<file path="src/design/pdw_pkg.sv">
package pdw_pkg;

	// Duty resolution in bits; the period is two to this power
	localparam int PDW_RES_BITS = 10;
	// Timer clock figures, in MHz
	localparam int PDW_TCLK_FAST_MHZ = 32;
	localparam int PDW_TCLK_SLOW_MHZ = 16;
	// Waveform table depth used by the sequencer
	localparam int PDW_TABLE_DEPTH = 128;

	// Register byte offsets
	localparam logic [7:0] PDW_OFS_CTRL = 8'h00;
	localparam logic [7:0] PDW_OFS_CMP = 8'h04;
	localparam logic [7:0] PDW_OFS_ACTIVE = 8'h08;
	localparam logic [7:0] PDW_OFS_COUNT = 8'h0C;
	localparam logic [7:0] PDW_OFS_STATUS = 8'h10;
	localparam logic [7:0] PDW_OFS_MASK = 8'h14;

	// Control field positions
	localparam int PDW_CTRL_RUN = 0;
	localparam int PDW_CTRL_SHADOW = 1;
	localparam int PDW_CTRL_SLOW = 2;
	// Status field positions
	localparam int PDW_ST_ZERO = 0;
	localparam int PDW_ST_CMPDN = 1;

	// Reset values
	localparam logic [2:0] PDW_CTRL_RST = 3'h2;
	localparam logic [1:0] PDW_MASK_RST = 2'h0;

	// AXI responses
	localparam logic [1:0] PDW_RESP_OKAY = 2'h0;
	localparam logic [1:0] PDW_RESP_SLVERR = 2'h2;

	// Events produced by the counter core each timer tick
	typedef struct packed {
		logic zero;
		logic cmpDown;
	} pdw_event_type;

	// Write side states of the bus slave
	typedef enum logic [1:0] {
		PDW_WR_IDLE = 2'b00,
		PDW_WR_RESP = 2'b01
	} pdw_wr_state_type;

endpackage

</file>
<file path="src/design/pdw_counter.sv">
`timescale 1ns/1ns
// Edge-aligned down-counter with shadowed compare
module pdw_counter
	import pdw_pkg::*;
#(
	parameter int RES_BITS = PDW_RES_BITS
) (
	// Clock and reset
	input wire logic clk,
	input wire logic resetn,
	// Control
	input wire logic tick,
	input wire logic run,
	input wire logic shadowEn,
	input wire logic [RES_BITS-1:0] shadowCmp,
	// State
	output logic [RES_BITS-1:0] count,
	output logic [RES_BITS-1:0] activeCmp,
	output logic pwmLevel,
	output pdw_event_type events
);

	// Period minus one is all ones for a power-of-two period
	localparam logic [RES_BITS-1:0] TOP = '1;

	logic [RES_BITS-1:0] next_count;
	logic [RES_BITS-1:0] next_activeCmp;
	logic next_pwmLevel;
	pdw_event_type next_events;
	logic loadPending; // Zero seen; copy shadow on following tick
	logic next_loadPending;

	// Next-state of count, compare and output
	always_comb begin
		next_count = count;
		next_activeCmp = activeCmp;
		next_pwmLevel = pwmLevel;
		next_loadPending = loadPending;
		next_events = '0;
		if (!shadowEn) begin
			// Direct mode: the compare follows software at once
			next_activeCmp = shadowCmp;
		end
		if (run && tick) begin
			next_count = (count == '0) ? TOP : count - 1'b1;
			// period of two to the resolution
			next_events.zero = (count == '0);
			// compare-down event when passing the compare
			next_events.cmpDown = (next_count == activeCmp) &&
				(count != '0);
			// shadow moves one tick after zero
			if (shadowEn && loadPending) begin
				next_activeCmp = shadowCmp;
			end
			next_loadPending = (count == '0);
			next_pwmLevel = next_count < next_activeCmp;
		end
	end

	// Registers only
	always_ff @(posedge clk) begin
		if (!resetn) begin
			count <= TOP;
			activeCmp <= '0;
			pwmLevel <= 1'b0;
			loadPending <= 1'b0;
			events <= '0;
		end else begin
			count <= next_count;
			activeCmp <= next_activeCmp;
			pwmLevel <= next_pwmLevel;
			loadPending <= next_loadPending;
			events <= next_events;
		end
	end

	// active compare holds inside a period under shadow
	chk_shadow_hold: assert property (
		@(posedge clk) disable iff (!resetn)
		shadowEn && $past(shadowEn) && !$past(loadPending)
		|-> $stable(activeCmp))
		else $error("active compare changed mid-period");
	chk_reload_top: assert property (
		@(posedge clk) disable iff (!resetn)
		$past(run && tick) && $past(count) == '0 |-> count == TOP)
		else $error("counter did not reload to top");

endmodule

</file>
<file path="src/design/pdw_top.sv">
`timescale 1ns/1ns
// Operation
// - Ten-bit resolution, 1024-tick period
// - Period equals two to resolution; 32/16 MHz
// - Edge-aligned; with shadow on, compare changes only after zero
// - Shadowed compare never changes mid-period
// - Down count; event when passing compare
// - Shadow copied one tick after zero
module pdw_top
	import pdw_pkg::*;
#(
	parameter int RES_BITS = PDW_RES_BITS
) (
	// Clock and reset
	input wire logic clk,
	input wire logic resetn,
	// AXI4-Lite write address and data
	input wire logic [7:0] s_axi_awaddr,
	input wire logic s_axi_awvalid,
	output logic s_axi_awready,
	input wire logic [31:0] s_axi_wdata,
	input wire logic [3:0] s_axi_wstrb,
	input wire logic s_axi_wvalid,
	output logic s_axi_wready,
	// AXI4-Lite write response
	output logic [1:0] s_axi_bresp,
	output logic s_axi_bvalid,
	input wire logic s_axi_bready,
	// AXI4-Lite read
	input wire logic [7:0] s_axi_araddr,
	input wire logic s_axi_arvalid,
	output logic s_axi_arready,
	output logic [31:0] s_axi_rdata,
	output logic [1:0] s_axi_rresp,
	output logic s_axi_rvalid,
	input wire logic s_axi_rready,
	// PWM output and interrupt
	output logic pwmOut,
	output logic irq
);

	// Divider for the slow 16 MHz timer clock from 32 MHz ticks
	localparam int SLOW_DIV = PDW_TCLK_FAST_MHZ / PDW_TCLK_SLOW_MHZ;

	// Registers
	logic [2:0] ctrl;
	logic [RES_BITS-1:0] shadowCmp;
	logic [1:0] status;
	logic [1:0] mask;
	logic tickPhase; // Halves the tick rate in slow mode
	logic [2:0] next_ctrl;
	logic [RES_BITS-1:0] next_shadowCmp;
	logic [1:0] next_status;
	logic [1:0] next_mask;
	logic next_tickPhase;
	logic next_irq;

	// Bus slave state
	pdw_wr_state_type wrState, next_wrState;
	logic awHeld, wHeld, next_awHeld, next_wHeld;
	logic [7:0] awAddr, next_awAddr;
	logic [31:0] wData, next_wData;
	logic [3:0] wStrb, next_wStrb;
	logic next_awready, next_wready, next_bvalid, next_arready;
	logic next_rvalid;
	logic [1:0] next_bresp, next_rresp;
	logic [31:0] next_rdata;

	// Core signals
	logic tick;
	logic [RES_BITS-1:0] count, activeCmp;
	logic pwmLevel;
	pdw_event_type events;

	// Decode shared by both channels
	function automatic logic isMapped(input logic [7:0] a);
		isMapped = (a == PDW_OFS_CTRL) || (a == PDW_OFS_CMP) ||
			(a == PDW_OFS_ACTIVE) || (a == PDW_OFS_COUNT) ||
			(a == PDW_OFS_STATUS) || (a == PDW_OFS_MASK);
	endfunction

	// one tick per clock at 32 MHz, every other at 16 MHz
	assign tick = !ctrl[PDW_CTRL_SLOW] || tickPhase;

	pdw_counter #(.RES_BITS(RES_BITS)) pdw_counter_inst (
		.clk(clk),
		.resetn(resetn),
		.tick(tick),
		.run(ctrl[PDW_CTRL_RUN]),
		.shadowEn(ctrl[PDW_CTRL_SHADOW]),
		.shadowCmp(shadowCmp),
		.count(count),
		.activeCmp(activeCmp),
		.pwmLevel(pwmLevel),
		.events(events)
	);

	// Write channel: takes address and data in either order
	always_comb begin
		next_wrState = wrState;
		next_awHeld = awHeld;
		next_wHeld = wHeld;
		next_awAddr = awAddr;
		next_wData = wData;
		next_wStrb = wStrb;
		next_awready = 1'b0;
		next_wready = 1'b0;
		next_bvalid = s_axi_bvalid;
		next_bresp = s_axi_bresp;
		next_ctrl = ctrl;
		next_shadowCmp = shadowCmp;
		next_mask = mask;
		next_status = status;
		next_tickPhase = (SLOW_DIV > 1) ? !tickPhase : 1'b1;
		case (wrState)
			PDW_WR_IDLE: begin
				if (s_axi_awvalid && s_axi_awready) begin
					next_awHeld = 1'b1;
					next_awAddr = s_axi_awaddr;
				end
				if (s_axi_wvalid && s_axi_wready) begin
					next_wHeld = 1'b1;
					next_wData = s_axi_wdata;
					next_wStrb = s_axi_wstrb;
				end
				// Ready pulses one cycle while the channel is empty
				next_awready = !next_awHeld && s_axi_awvalid &&
					!s_axi_awready;
				next_wready = !next_wHeld && s_axi_wvalid &&
					!s_axi_wready;
				if (awHeld && wHeld) begin
					next_awHeld = 1'b0;
					next_wHeld = 1'b0;
					next_bvalid = 1'b1;
					next_bresp = isMapped(awAddr) ? PDW_RESP_OKAY :
						PDW_RESP_SLVERR;
					next_wrState = PDW_WR_RESP;
					if (awAddr == PDW_OFS_CTRL && wStrb[0]) begin
						next_ctrl = wData[2:0];
					end
					// software writes go to the shadow
					if (awAddr == PDW_OFS_CMP) begin
						if (wStrb[0]) begin
							next_shadowCmp[7:0] = wData[7:0];
						end
						if (wStrb[1]) begin
							next_shadowCmp[RES_BITS-1:8] =
								wData[RES_BITS-1:8];
						end
					end
					if (awAddr == PDW_OFS_MASK && wStrb[0]) begin
						next_mask = wData[1:0];
					end
					if (awAddr == PDW_OFS_STATUS && wStrb[0]) begin
						next_status = status & ~wData[1:0];
					end
				end
			end
			PDW_WR_RESP: begin
				if (s_axi_bready) begin
					next_bvalid = 1'b0;
					next_wrState = PDW_WR_IDLE;
				end
			end
			default: begin
				next_wrState = PDW_WR_IDLE;
			end
		endcase
		// Hardware set wins over a software clear in the same cycle
		next_status[PDW_ST_ZERO] = next_status[PDW_ST_ZERO] |
			events.zero;
		next_status[PDW_ST_CMPDN] = next_status[PDW_ST_CMPDN] |
			events.cmpDown;
		next_irq = |(next_status & next_mask);
	end

	// Read channel: one read at a time, data one cycle after address
	always_comb begin
		next_arready = 1'b0;
		next_rvalid = s_axi_rvalid;
		next_rdata = s_axi_rdata;
		next_rresp = s_axi_rresp;
		if (s_axi_rvalid) begin
			if (s_axi_rready) begin
				next_rvalid = 1'b0;
			end
		end else if (s_axi_arvalid && s_axi_arready) begin
			next_rvalid = 1'b1;
			next_rresp = isMapped(s_axi_araddr) ? PDW_RESP_OKAY :
				PDW_RESP_SLVERR;
			case (s_axi_araddr)
				PDW_OFS_CTRL: next_rdata = {29'h0, ctrl};
				PDW_OFS_CMP: next_rdata = {22'h0, shadowCmp};
				PDW_OFS_ACTIVE: next_rdata = {22'h0, activeCmp};
				PDW_OFS_COUNT: next_rdata = {22'h0, count};
				PDW_OFS_STATUS: next_rdata = {30'h0, status};
				PDW_OFS_MASK: next_rdata = {30'h0, mask};
				default: next_rdata = 32'h0;
			endcase
		end else begin
			next_arready = s_axi_arvalid;
		end
	end

	// Register everything
	always_ff @(posedge clk) begin
		if (!resetn) begin
			wrState <= PDW_WR_IDLE;
			awHeld <= 1'b0;
			wHeld <= 1'b0;
			awAddr <= 8'h00;
			wData <= 32'h0;
			wStrb <= 4'h0;
			s_axi_awready <= 1'b0;
			s_axi_wready <= 1'b0;
			s_axi_bvalid <= 1'b0;
			s_axi_bresp <= PDW_RESP_OKAY;
			s_axi_arready <= 1'b0;
			s_axi_rvalid <= 1'b0;
			s_axi_rdata <= 32'h0;
			s_axi_rresp <= PDW_RESP_OKAY;
			ctrl <= PDW_CTRL_RST;
			shadowCmp <= '0;
			status <= 2'h0;
			mask <= PDW_MASK_RST;
			tickPhase <= 1'b0;
			irq <= 1'b0;
			pwmOut <= 1'b0;
		end else begin
			wrState <= next_wrState;
			awHeld <= next_awHeld;
			wHeld <= next_wHeld;
			awAddr <= next_awAddr;
			wData <= next_wData;
			wStrb <= next_wStrb;
			s_axi_awready <= next_awready;
			s_axi_wready <= next_wready;
			s_axi_bvalid <= next_bvalid;
			s_axi_bresp <= next_bresp;
			s_axi_arready <= next_arready;
			s_axi_rvalid <= next_rvalid;
			s_axi_rdata <= next_rdata;
			s_axi_rresp <= next_rresp;
			ctrl <= next_ctrl;
			shadowCmp <= next_shadowCmp;
			status <= next_status;
			mask <= next_mask;
			tickPhase <= next_tickPhase;
			irq <= next_irq;
			pwmOut <= pwmLevel;
		end
	end

	chk_cmpdn_sticky: assert property (
		@(posedge clk) disable iff (!resetn)
		events.cmpDown |=> status[PDW_ST_CMPDN])
		else $error("compare event not recorded");
	// no second zero event within 8 clocks of one at full rate
	chk_period_len: assert property (
		@(posedge clk) disable iff (!resetn)
		events.zero && !ctrl[PDW_CTRL_SLOW] && ctrl[PDW_CTRL_RUN]
		&& $stable(ctrl) |=> !events.zero [*8])
		else $error("zero events too close");
	// slow mode ticks every second clock
	// A switch back to full rate may bring a tick at once
	chk_slow_tick: assert property (
		@(posedge clk) disable iff (!resetn)
		ctrl[PDW_CTRL_SLOW] && $past(ctrl[PDW_CTRL_SLOW]) && tick
		|=> !(tick && ctrl[PDW_CTRL_SLOW]))
		else $error("slow tick too fast");
	// pad output follows core level one cycle later
	chk_pwm_follow: assert property (
		@(posedge clk) disable iff (!resetn)
		pwmOut == $past(pwmLevel))
		else $error("pwm output lags wrong");
	chk_irq_level: assert property (
		@(posedge clk) disable iff (!resetn)
		irq == |($past(next_status) & $past(next_mask)))
		else $error("interrupt level wrong");
	// shadow register holds without a write
	chk_shadow_keep: assert property (
		@(posedge clk) disable iff (!resetn)
		!(awHeld && wHeld) |=> $stable(shadowCmp))
		else $error("shadow changed without write");
	// shadow lands on the tick after the zero tick
	chk_shadow_load: assert property (
		@(posedge clk) disable iff (!resetn)
		events.zero && ctrl[PDW_CTRL_SHADOW] && ctrl[PDW_CTRL_RUN]
		&& tick |=> activeCmp == $past(shadowCmp))
		else $error("shadow not loaded after zero");

	// Main scenarios worth seeing in a run
	cov_zero: cover property (@(posedge clk) events.zero);
	cov_cmpdn: cover property (@(posedge clk) events.cmpDown);
	cov_irq: cover property (@(posedge clk) irq);
	cov_slow: cover property (@(posedge clk) ctrl[PDW_CTRL_SLOW] && tick);
	cov_load: cover property (@(posedge clk)
		ctrl[PDW_CTRL_SHADOW] && $changed(activeCmp));

endmodule

</file>
<file path="config.mk">
export PLATFORM = sky130hd
export DESIGN_NAME = pdw_top
export DESIGN_NICKNAME = d
export VERILOG_FILES = /design/src/design/pdw_pkg.sv /design/src/design/pdw_counter.sv /design/src/design/pdw_top.sv
export SDC_FILE = /design/constraint.sdc
export NUM_CORES = 1
export LEC_CHECK = 0
export ABC_AREA = 1
export BUFFER_PORTS_ARGS = -buffer_cell sky130_fd_sc_hd__buf_2
export CAP_MARGIN = 10
export CORE_MARGIN = 5
export CORE_UTILIZATION = 30
export CTS_CLUSTER_SIZE = 28
export DETAILED_ROUTE_END_ITERATION = 10
export PLACE_DENSITY_LB_ADDON = 0.05
export SETUP_SLACK_MARGIN = 0.1
export SLEW_MARGIN = 20
export SYNTH_ARGS = -nofsm -noshare
export SYNTH_HDL_FRONTEND = slang
export SYNTH_HIERARCHICAL = 1
export SYNTH_SLANG_ARGS = --single-unit
</file>
<file path="constraint.sdc">
create_clock -name clk -period 5.2 [get_ports clk]
set_clock_uncertainty 0.2 [all_clocks]
set_input_delay 0.52 -clock clk [delete_from_list [all_inputs] [get_ports clk]]
set_output_delay 0.52 -clock clk [all_outputs]
set_load 0.03 [all_outputs]
</file>
==> impl_metrics.yaml, run 1 <==
placement:
  pre_cts_slack_ps: 2174
  place.gp.congestion: 0.8419
  port_buffers: 53
  hpwl_um: 9071
timing:
  period_share_pct: 56.79
  layout_setup_ws_ps: 2247
  min_period_ps: 2953
  slew_headroom_pct: 49.41
  final.setup.tns_ps: 0
  rsz0062_at_grt: "no"
  maxSlewViolCount: 0
  fmax_ghz: 0.3386
  hold_viol_final: 0
  worstMarginPinSlew_ps: 757.8
  setup_viol: 0
synthesis:
  synth_cells: 631
  synth_warnings: 6
  ys_seq_area_share_pct: 37.17
  synth_area_um2: 4471
  ys_ff_latch: 83
  yosys.area_share.simple_pct: 27.06
  synthMuxAreaShare_pct: 0
  synth_top_family_by_area: "simple AND/OR/NAND/NOR gates"
  synth_ff_type: "dfxtp_1"
  syn_area_per_cell_um2: 7.085
  synth.distinct_cells: 41
  synth_compound_area_share_pct: 18.05
  synthAdderAreaFrac_pct: 2.519
  async_reset_ff_share_pct: 0
  synth_edf_count: 0
  synth_xor_area_share_pct: 2.099
pwr:
  p_per_area_nw_per_um2: 277.6
  p_total_uw: 1412
  peakVddDrop_uv: 194.9
  power.leakage_uw: 0.002151
run_status:
  status: "finished clean"
layout:
  diodes: 0
  multi_input_area_um2: 2313
  final_cell_mix: "nand2_1 (123), dfxtp_1 (83), inv_1 (69), nor2_1 (61), o21ai_0 (59)"
  syn2layout_area_growth_pct: 13.80
  nFillCells: 1570
  drive_above_1_share_pct: 17.06
  fin_nets: 743
  final_common_cell: "nand2_1"
  seqCellArea_um2: 1662
die:
  ios: 102
  row_count: 44
  start_util_pct: 30.64
  core_area_um2: 14590
  die_height_um: 132.1
  die_w_um: 132.1
  dieArea_um2: 17440
routing:
  routed_wl_um: 11750
  ant_nets: 0
  dr.pass1.iters: 4
  vias: 3923
  drc: 0
  via_per_inst: 4.541
  drt_iter0_drc: 185
  wire_per_inst_um: 13.59
global_routing:
  track_usage_pct: 13.84
  antenna_found_initial: 0
  grt_max_degree: 44
  grt_first_pass_wirelength_um: 19740
  overflow: 0
  grt_pass1_vias: 3837
job:
  maxCapViolations: 0
setup_path:
  critPathLaunchType: "register"
  critPathKind: "register to register"
  crit_start: "ctrl[1]$_SDFFE_PN1P_"
  r2r_cells: 11
  endpoint: "pdw_counter_inst/pwmLevel$_SDFFE_PN0P_"
  worstReg2RegStart: "ctrl[1]$_SDFFE_PN1P_"
  cp-end-kind: "register"
  crit_arrival_ps: 3030
  rrSetupSlack_ps: 2250
  required_ps: 5280
  r2r-end: "pdw_counter_inst/pwmLevel$_SDFFE_PN0P_"
  crit_fanout: 23
clock_network:
  clk_path_buf_depth: 2
  cts_setup_buffers: 0
  numCtsBuffers: 9
  clockRootBuffer: "clkbuf_16"
  cts.repair.resized: 0
  clock_sinks: 83
  clk_pin_slew_ps: 60
  hold_buffers: 0
  cts_tree: "built"
  htreeDepth: 3
  worstSkewPairLatency_ps: 340
worst_hold_path:
  hp-class: "input pin to register"
[power breakdown]
part / total, µW / leakage [µW] / switching [µW] / internal, µW
clock: 655 / 0.000138 / 268 / 387
combinational: 102 / 0.00134 / 74.7 / 26.9
sequential: 655 / 0.000672 / 7.58 / 648
total: 1410 / 0.00215 / 351 / 1060
[state kept, by name (all words and copies together) (netlist names), 2 cells and up]
register                    count
awAddr                          8
ctrl                            3
mask                            2
pdw_counter_inst/activeCmp     10
pdw_counter_inst/count         10
pdw_counter_inst/events         2
s_axi_rdata                    10
shadowCmp                      10
status                          2
wData                          10
wStrb                           2
[how the worst min path moves through the flow]
stage / startpoint / end / slack [ps] / cells past startpoint
6_report: s_axi_wvalid / s_axi_wready$_SDFF_PN0_ / 200 / 3
5_1_grt: s_axi_awvalid / s_axi_awready$_SDFF_PN0_ / 200 / 3
4_1_cts: s_axi_wvalid / s_axi_wready$_SDFF_PN0_ / 180 / 3
3_5_place_dp: tickPhase$_SDFF_PN0_ / tickPhase$_SDFF_PN0_ / 200 / 1
3_3_place_gp: tickPhase$_SDFF_PN0_ / tickPhase$_SDFF_PN0_ / 190 / 1
2_1_floorplan: tickPhase$_SDFF_PN0_ / tickPhase$_SDFF_PN0_ / 180 / 1
[cells in the mapped netlist (3+ instances only)]
| cell type | instances | area share, % |
|---|---|---|
| nand3_2 | 5 | 1.1 |
| dfxtp_1 | 83 | 37 |
| a21oi_1 | 44 | 4.9 |
| o21a_1 | 10 | 1.7 |
| o21ai_1 | 4 | 0.45 |
| inv_1 | 69 | 5.8 |
| buf_2 | 5 | 0.56 |
| nor2_1 | 61 | 5.1 |
| xnor2_1 | 4 | 0.78 |
| inv_2 | 8 | 0.67 |
| xor2_1 | 3 | 0.59 |
| nor2_2 | 8 | 1.1 |
| a21oi_2 | 3 | 0.59 |
| nor2_4 | 4 | 1.0 |
| clkbuf_1 | 10 | 0.84 |
| nor4_1 | 4 | 0.56 |
| ha_1 | 9 | 2.5 |
| o211ai_1 | 18 | 3.0 |
| nand2_2 | 8 | 1.1 |
| nand3_1 | 40 | 4.5 |
| nand2_1 | 123 | 10 |
| a31oi_1 | 3 | 0.42 |
| buf_4 | 27 | 4.5 |
| o21ai_0 | 59 | 6.6 |
[through the flow]
stage               hold WS (ps)  std cells  utilization (%)  instance area [µm²]
finish                     201.2        864            34.87                 5087
global route               204.7        864            34.87                 5087
CTS                        182.7        864            34.87                 5087
detailed placement         200.6        848            32.79                 4783
global placement           194.7        848            32.79                 4783
floorplan                  184.8        654                -                 4557
[cell type report]
class | instances | area share, %
Multi-Input combinational cell | 447 | 45.47
Sequential cell | 83 | 32.66
Inverter | 79 | 5.853
Timing Repair Buffer | 55 | 5.509
Clock buffer | 11 | 4.771
Tap cell | 184 | 4.525
Clock inverter | 5 | 1.205
[kinds of logic (layout without fill, tap and decap cells)]
family | Yosys count | after routing
buf+inv | 124 | 150
flops | 83 | 83
fa+ha+maj | 9 | 9
compound gates | 143 | 143
xor+xnor | 9 | 9
other cells | 1 | 24
simple gates | 262 | 262
[worst max-delay path: stages, from the launching register on]
cell      delay [ps]
dfxtp_1          810
nand2_1          220
inv_1            430
o21ai_0          230
ha_1             330
a21oi_1          130
nor2_1            50
a211oi_1         160
nand2_1           90
nand2_1           70
nand2_1           60
a21oi_2          100
[per-layer routing]
metal	vias to the layer above	GRT usage (%)	share of wire, %
met3	9	3.664	5.7
li1	2093	-	-
met1	1736	19.38	50
met4	0	3.543	0.90
met5	-	0	0
met2	85	21.14	43
Power figures use the tool's default switching activity.
==> run 2: changes to the inputs <==
ABC_AREA = 0   (was 1)
clock period = 2.55 ns   (was 5.2 ns; I/O delays follow)
==> run 2 against run 1 <==
  * Sequential share of layout area fell by 2.3 points
  * Maximum frequency is 17% higher
  * Routed wire length is 0.83% lower
  * Synthesized cell count is 25% lower
  * Worst hold slack worse by 190 ps
  * Flip-flop and latch count stayed put
  * Global-route usage up 0.57 points
  * First-iteration DRC count fell by 42%
  * Die area down 4.3%
  * Via count shrank 8.1%
  * Highest routed layer unchanged
==> impl_metrics.yaml, run 2 <==
run_status:
  status: "finished clean"
synthesis:
  ys_ff_latch: 83
  synth_cells: 476
  yosys.area.top_type: "dfxtp_1"
  ys_seq_area_share_pct: 38.98
  netlist.area_leader.share_pct: 38.98
  synth.most_common_cell: "dfxtp_1"
  synth_area_um2: 4263
  synth.distinct_cells: 63
  synth_area_leaders: "dfxtp_1 (39%), mux2i_1 (7.7%), nand2_1 (5.7%), buf_4 (4.8%), nor2_1 (3.0%)"
  synth_common_cells: "dfxtp_1 (83), nand2_1 (65), nor2_1 (34)"
  synth_ff_type: "dfxtp_1"
  synth_warnings: 6
  async_reset_ff_share_pct: 0
  synth_edf_count: 0
  syn_area_per_cell_um2: 8.956
die:
  core_area_um2: 13930
  dieArea_um2: 16690
  die_height_um: 129.2
  ios: 102
  row_count: 43
  start_util_pct: 30.59
  die_w_um: 129.2
layout:
  final_cell_mix: "dfxtp_1 (81), nand2_1 (64), buf_2 (53), nor2_1 (34), buf_4 (34)"
  drive_above_1_share_pct: 25.91
  syn2layout_area_growth_pct: 28.91
  nFillCells: 1457
  fin_cells: 759
  fin_nets: 642
  final_common_cell: "dfxtp_1"
  diodes: 0
  fin_util_pct: 39.44
timing:
  period_share_pct: 98.93
  setup_viol: 0
  maxSlewViolCount: 0
  min_period_ps: 2523
  final.setup.tns_ps: 0
  worstMarginPinSlew_ps: 576.4
  fmax_ghz: 0.3964
  hold_viol_final: 0
  layout_setup_ws_ps: 27.26
  slew_headroom_pct: 61.43
  rsz0062_at_grt: "yes"
global_routing:
  antenna_found_initial: 0
  track_usage_pct: 14.41
  overflow: 0
  grt_first_pass_wirelength_um: 18780
  grt_pass1_vias: 3507
  grt_max_degree: 27
pwr:
  power.leakage_uw: 0.002366
  p_per_area_nw_per_um2: 526.1
  p_total_uw: 2891
  peakVddDrop_uv: 386.5
placement:
  place.gp.congestion: 0.7790
  port_buffers: 53
  pre_cts_slack_ps: -120.5
  hpwl_um: 8860
  dp_cells: 716
clock_network:
  clock_sinks: 83
  cts_tree: "built"
  numCtsBuffers: 9
  worstSkewPairLatency_ps: 340
  htreeDepth: 3
  clk_path_buf_depth: 2
  clk_pin_slew_ps: 70
  clockRootBuffer: "clkbuf_16"
setup_path:
  critPathKind: "register to register"
  crit_arrival_ps: 2550
  critPathLaunchType: "register"
  required_ps: 2580
  cp-end-kind: "register"
  crit_fanout: 5
routing:
  drt_iter0_drc: 107
  ant_nets: 0
  drc: 0
  via_per_inst: 4.748
  wire_per_inst_um: 15.35
  dr.pass1.iters: 4
  routed_wl_um: 11650
  vias: 3604
job:
  maxCapViolations: 0
worst_hold_path:
  hp-class: "input pin to register"
run 2: final timing paths:
check	start	depth (start not counted)	end	slack [ps]
min reg2reg	tickPhase$_SDFF_PN0_	1	tickPhase$_SDFF_PN0_	200
max reg2reg	pdw_counter_inst/count[0]$_SDFFE_PN1P_	10	pdw_counter_inst/pwmLevel$_SDFFE_PN0P_	30
min	resetn	2	ctrl[1]$_SDFFE_PN1P_	10
max	pdw_counter_inst/count[0]$_SDFFE_PN1P_	10	pdw_counter_inst/pwmLevel$_SDFFE_PN0P_	30
run 2: power by group:
group          switching, µW  total (µW)  internal, µW  leakage [µW]
clock                    559        1330           771      0.000141
sequential              16.6        1330          1310      0.000671
combinational            141         232          91.2       0.00155
total                    716        2890          2180       0.00237
run 2: kinds of logic (layout without fill, tap and decap cells):
logic type,after synthesis,in the layout,share of synthesized area (%)
other,1,24,0.08797
XOR/XNOR,15,15,3.258
AND/OR/NAND/NOR,170,170,21.48
flip-flops,83,83,38.98
buffers and inverters,60,140,7.925
AO/OA/AOI/OAI,93,93,13.91
adder cells (fa/ha/maj),9,9,2.642
multiplexers,45,45,11.71
run 2: what timing repair did:
item                                    4_1_cts  5_1_grt
hold endpoints to repair                     25        0
gates resized for setup                      13        1
endpoints found under the setup margin        1        1
cloned                                        0        0
hold buffers                                 25        0
setup buffers                                 1        1
pin swaps                                    13        6
run 2: worst max-delay path: stages (launching register included):
cell	delay [ps]
dfxtp_4	360
or4_4	510
nor2_4	120
xnor2_2	140
nand2_2	90
ha_4	270
nand4_1	90
a311oi_2	280
o22ai_2	130
o21ai_1	130
a31oi_1	90
run 2: final cells by class:
cell class,instances,area (µm²),area share (%)
multi-input combinational,356,2470,44.95
clock inverter,6,73.82,1.343
clock buffer,10,229.0,4.167
tap,180,225.2,4.098
inverter,10,37.54,0.6831
timing repair buffer,114,793.3,14.44
sequential,83,1667,30.33
run 2: per-layer routing:
metal	track usage, %	vias to the layer above	part of all wire (%)
met4	3.706	0	1.1
met2	24.54	57	50
met5	0	-	0
met1	18.38	1707	46
li1	-	1831	-
met3	3.421	9	3.4
run 2: through the flow:
stage	hold slack, ps	area (µm²)
floorplan	183.5	4409
global placement	191.9	4855
detailed placement	198.7	4855
CTS	1.181	5484
global route	31.51	5495
finish	14.24	5495
==> run 3: changes to the inputs <==
CORE_UTILIZATION = 35   (was 30)
CTS_BUF_LIST = sky130_fd_sc_hd__clkbuf_8 sky130_fd_sc_hd__clkbuf_16   (was not set)
==> run 3 against run 2 <==
  * Routed wire length decreased by 2.2%
  * Power grew 3.3%
  * Worst hold slack better by 1.3 ps
  * Critical path type unchanged
  * Critical endpoint unchanged
  * Cell area is 0.23% lower
  * The run now ends with negative setup slack left
  * Sequential share of layout area up 0.11 points
  * Combinational power barely moved
  * Maximum frequency down 2.1%
  * Cell count shrank 4.5%
==> impl_metrics.yaml, run 3 (synthesis gave the netlist of run 2 again) <==
setup_path:
  critPathMaxStageDelay_ps: 550
  crit_start: "pdw_counter_inst/count[0]$_SDFFE_PN1P_"
  slowest_stage: "or4_4"
  critPathLaunchType: "register"
  critPathKind: "register to register"
  rrSetupSlack_ps: -30
  r2r_cells: 10
  required_ps: 2570
  crit_arrival_ps: 2600
  crit_fanout: 4
  r2r-end: "pdw_counter_inst/pwmLevel$_SDFFE_PN0P_"
  crit_chain: "or4_4 -> nor2_4 -> xnor2_2 -> nand2_1 -> ha_4 -> nand4_1 -> a311oi_2 -> o22ai_2 -> o21ai_1 -> a31oi_1"
  endpoint: "pdw_counter_inst/pwmLevel$_SDFFE_PN0P_"
  cp-end-kind: "register"
  worstReg2RegStart: "pdw_counter_inst/count[0]$_SDFFE_PN1P_"
pwr:
  p_per_area_nw_per_um2: 544.7
  power.leakage_uw: 0.002389
  power.internal_uw: 2287
  power_frac_comb_pct: 7.7
  peakVddDrop_uv: 443.1
  netSwitchingPower_uw: 699.1
  seq_power_share_pct: 44.5
  switching_share_pct: 23.41
  pwr-share-clk_pct: 47.8
clock_network:
  clk_pin_slew_ps: 60
  htreeDepth: 3
  clk_path_buf_depth: 2
  clock_sinks: 83
  cts_tree: "built"
  worstSkewPairLatency_ps: 340
  numCtsBuffers: 9
  clockRootBuffer: "clkbuf_16"
placement:
  hpwl_um: 8579
  port_buffers: 53
  dp_cells: 685
  placed_cell_area_um2: 4841
  pre_cts_slack_ps: -115.3
  place.gp.congestion: 0.7590
timing:
  setup_viol: 1
  layout_setup_ws_ps: -26.68
  min_period_ps: 2577
  hold_viol_final: 0
  worst_hold_slack_ps: 15.57
  worstMarginPinSlew_ps: 574.9
  maxSlewViolCount: 0
  fmax_ghz: 0.3881
  final.setup.tns_ps: -26.68
  slew_headroom_pct: 61.53
  period_share_pct: 101.0
  rsz0062_at_grt: "yes"
layout:
  nFillCells: 1199
  final_cell_mix: "dfxtp_1 (81), nand2_1 (65), buf_2 (53), nor2_1 (34), buf_4 (34)"
  fin_nets: 642
  multi_input_area_um2: 2465
  syn2layout_area_growth_pct: 28.62
  fin_cells: 725
  seqCellArea_um2: 1669
  drive_above_1_share_pct: 25.78
  final_area_um2: 5483
  diodes: 0
  final_common_cell: "dfxtp_1"
die:
  start_util_pct: 35.64
  die_height_um: 120.4
  die_w_um: 120.4
  dieArea_um2: 14490
  ios: 102
  row_count: 40
  core_area_um2: 11960
routing:
  ant_nets: 0
  wl_met1_um: 5125
  via_per_inst: 4.950
  vias: 3589
  drt_iter0_drc: 119
  dr.pass1.iters: 4
  routed_wl_um: 11390
  dr_wl_met3_um: 335
  routed.top_layer: "met4"
  met2_length_um: 5699
  drc: 0
  wire_per_inst_um: 15.72
global_routing:
  track_usage_pct: 16.33
  grt_pass1_vias: 3597
  grt_first_pass_wirelength_um: 18600
  antenna_found_initial: 0
  overflow: 0
  grt_max_degree: 43
run_status:
  status: "finished with violations"
  violations: "negative setup slack"
worst_hold_path:
  hp-class: "input pin to register"
  min_path_cells: 4
job:
  maxCapViolations: 0
-- run 3: cell type report --
cell class                      count  share of cell area [%]
Clock inverter                      5                   1.552
Tap cell                          147                   3.355
Timing Repair Buffer              114                   14.65
Sequential cell                    83                   30.44
Inverter                           10                  0.6846
Multi-Input combinational cell    356                   44.96
Clock buffer                       10                   4.359
-- run 3: what timing repair did --
| item | CTS | global route |
|---|---|---|
| gates resized for setup | 11 | 2 |
| endpoints found under the setup margin | 1 | 1 |
| pin swaps | 12 | 5 |
| hold endpoints to repair | 24 | 0 |
| hold buffers | 24 | 0 |
| setup buffers | 1 | 0 |
-- run 3: worst min path at each step --
stage	from	end
6_report	s_axi_rready	s_axi_rvalid$_SDFF_PN0_
5_1_grt	s_axi_rready	s_axi_rvalid$_SDFF_PN0_
4_1_cts	s_axi_rready	s_axi_rvalid$_SDFF_PN0_
3_5_place_dp	tickPhase$_SDFF_PN0_	tickPhase$_SDFF_PN0_
3_3_place_gp	tickPhase$_SDFF_PN0_	tickPhase$_SDFF_PN0_
2_1_floorplan	tickPhase$_SDFF_PN0_	tickPhase$_SDFF_PN0_
-- run 3: power groups by stage --
stage / Sequential, µW / Combinational [µW] / Clock, µW
6_report: 1330 / 230 / 1430
5_1_grt: 1330 / 252 / 1520
4_1_cts: 1330 / 231 / 1470
3_5_place_dp: 1360 / 203 / 0
3_3_place_gp: 1360 / 202 / 0
2_1_floorplan: 1360 / 162 / 0
-- run 3: per-stage QoR --
step / utilization, % / power (µW)
after floorplan: - / 1526
after global placement: 40.47 / 1561
after detailed placement: 40.47 / 1562
after CTS: 45.78 / 3033
after global routing: 45.84 / 3107
final: 45.84 / 2986
-- run 3: critical path: cells and delay by family, from the launching register on --
kind / cells / cell delay (ps)
adders and majority gates: 1 / 280
xor gates and xnor gates: 1 / 140
AOI/OAI and AO/OA: 4 / 580
DFF: 1 / 360
and+or+nand+nor: 4 / 920
-- run 3: per-layer routing --
metal	up-vias	track usage, %
met4	0	5.382
li1	1833	-
met5	-	0
met1	1697	19.67
met3	14	4.303
met2	45	28.22
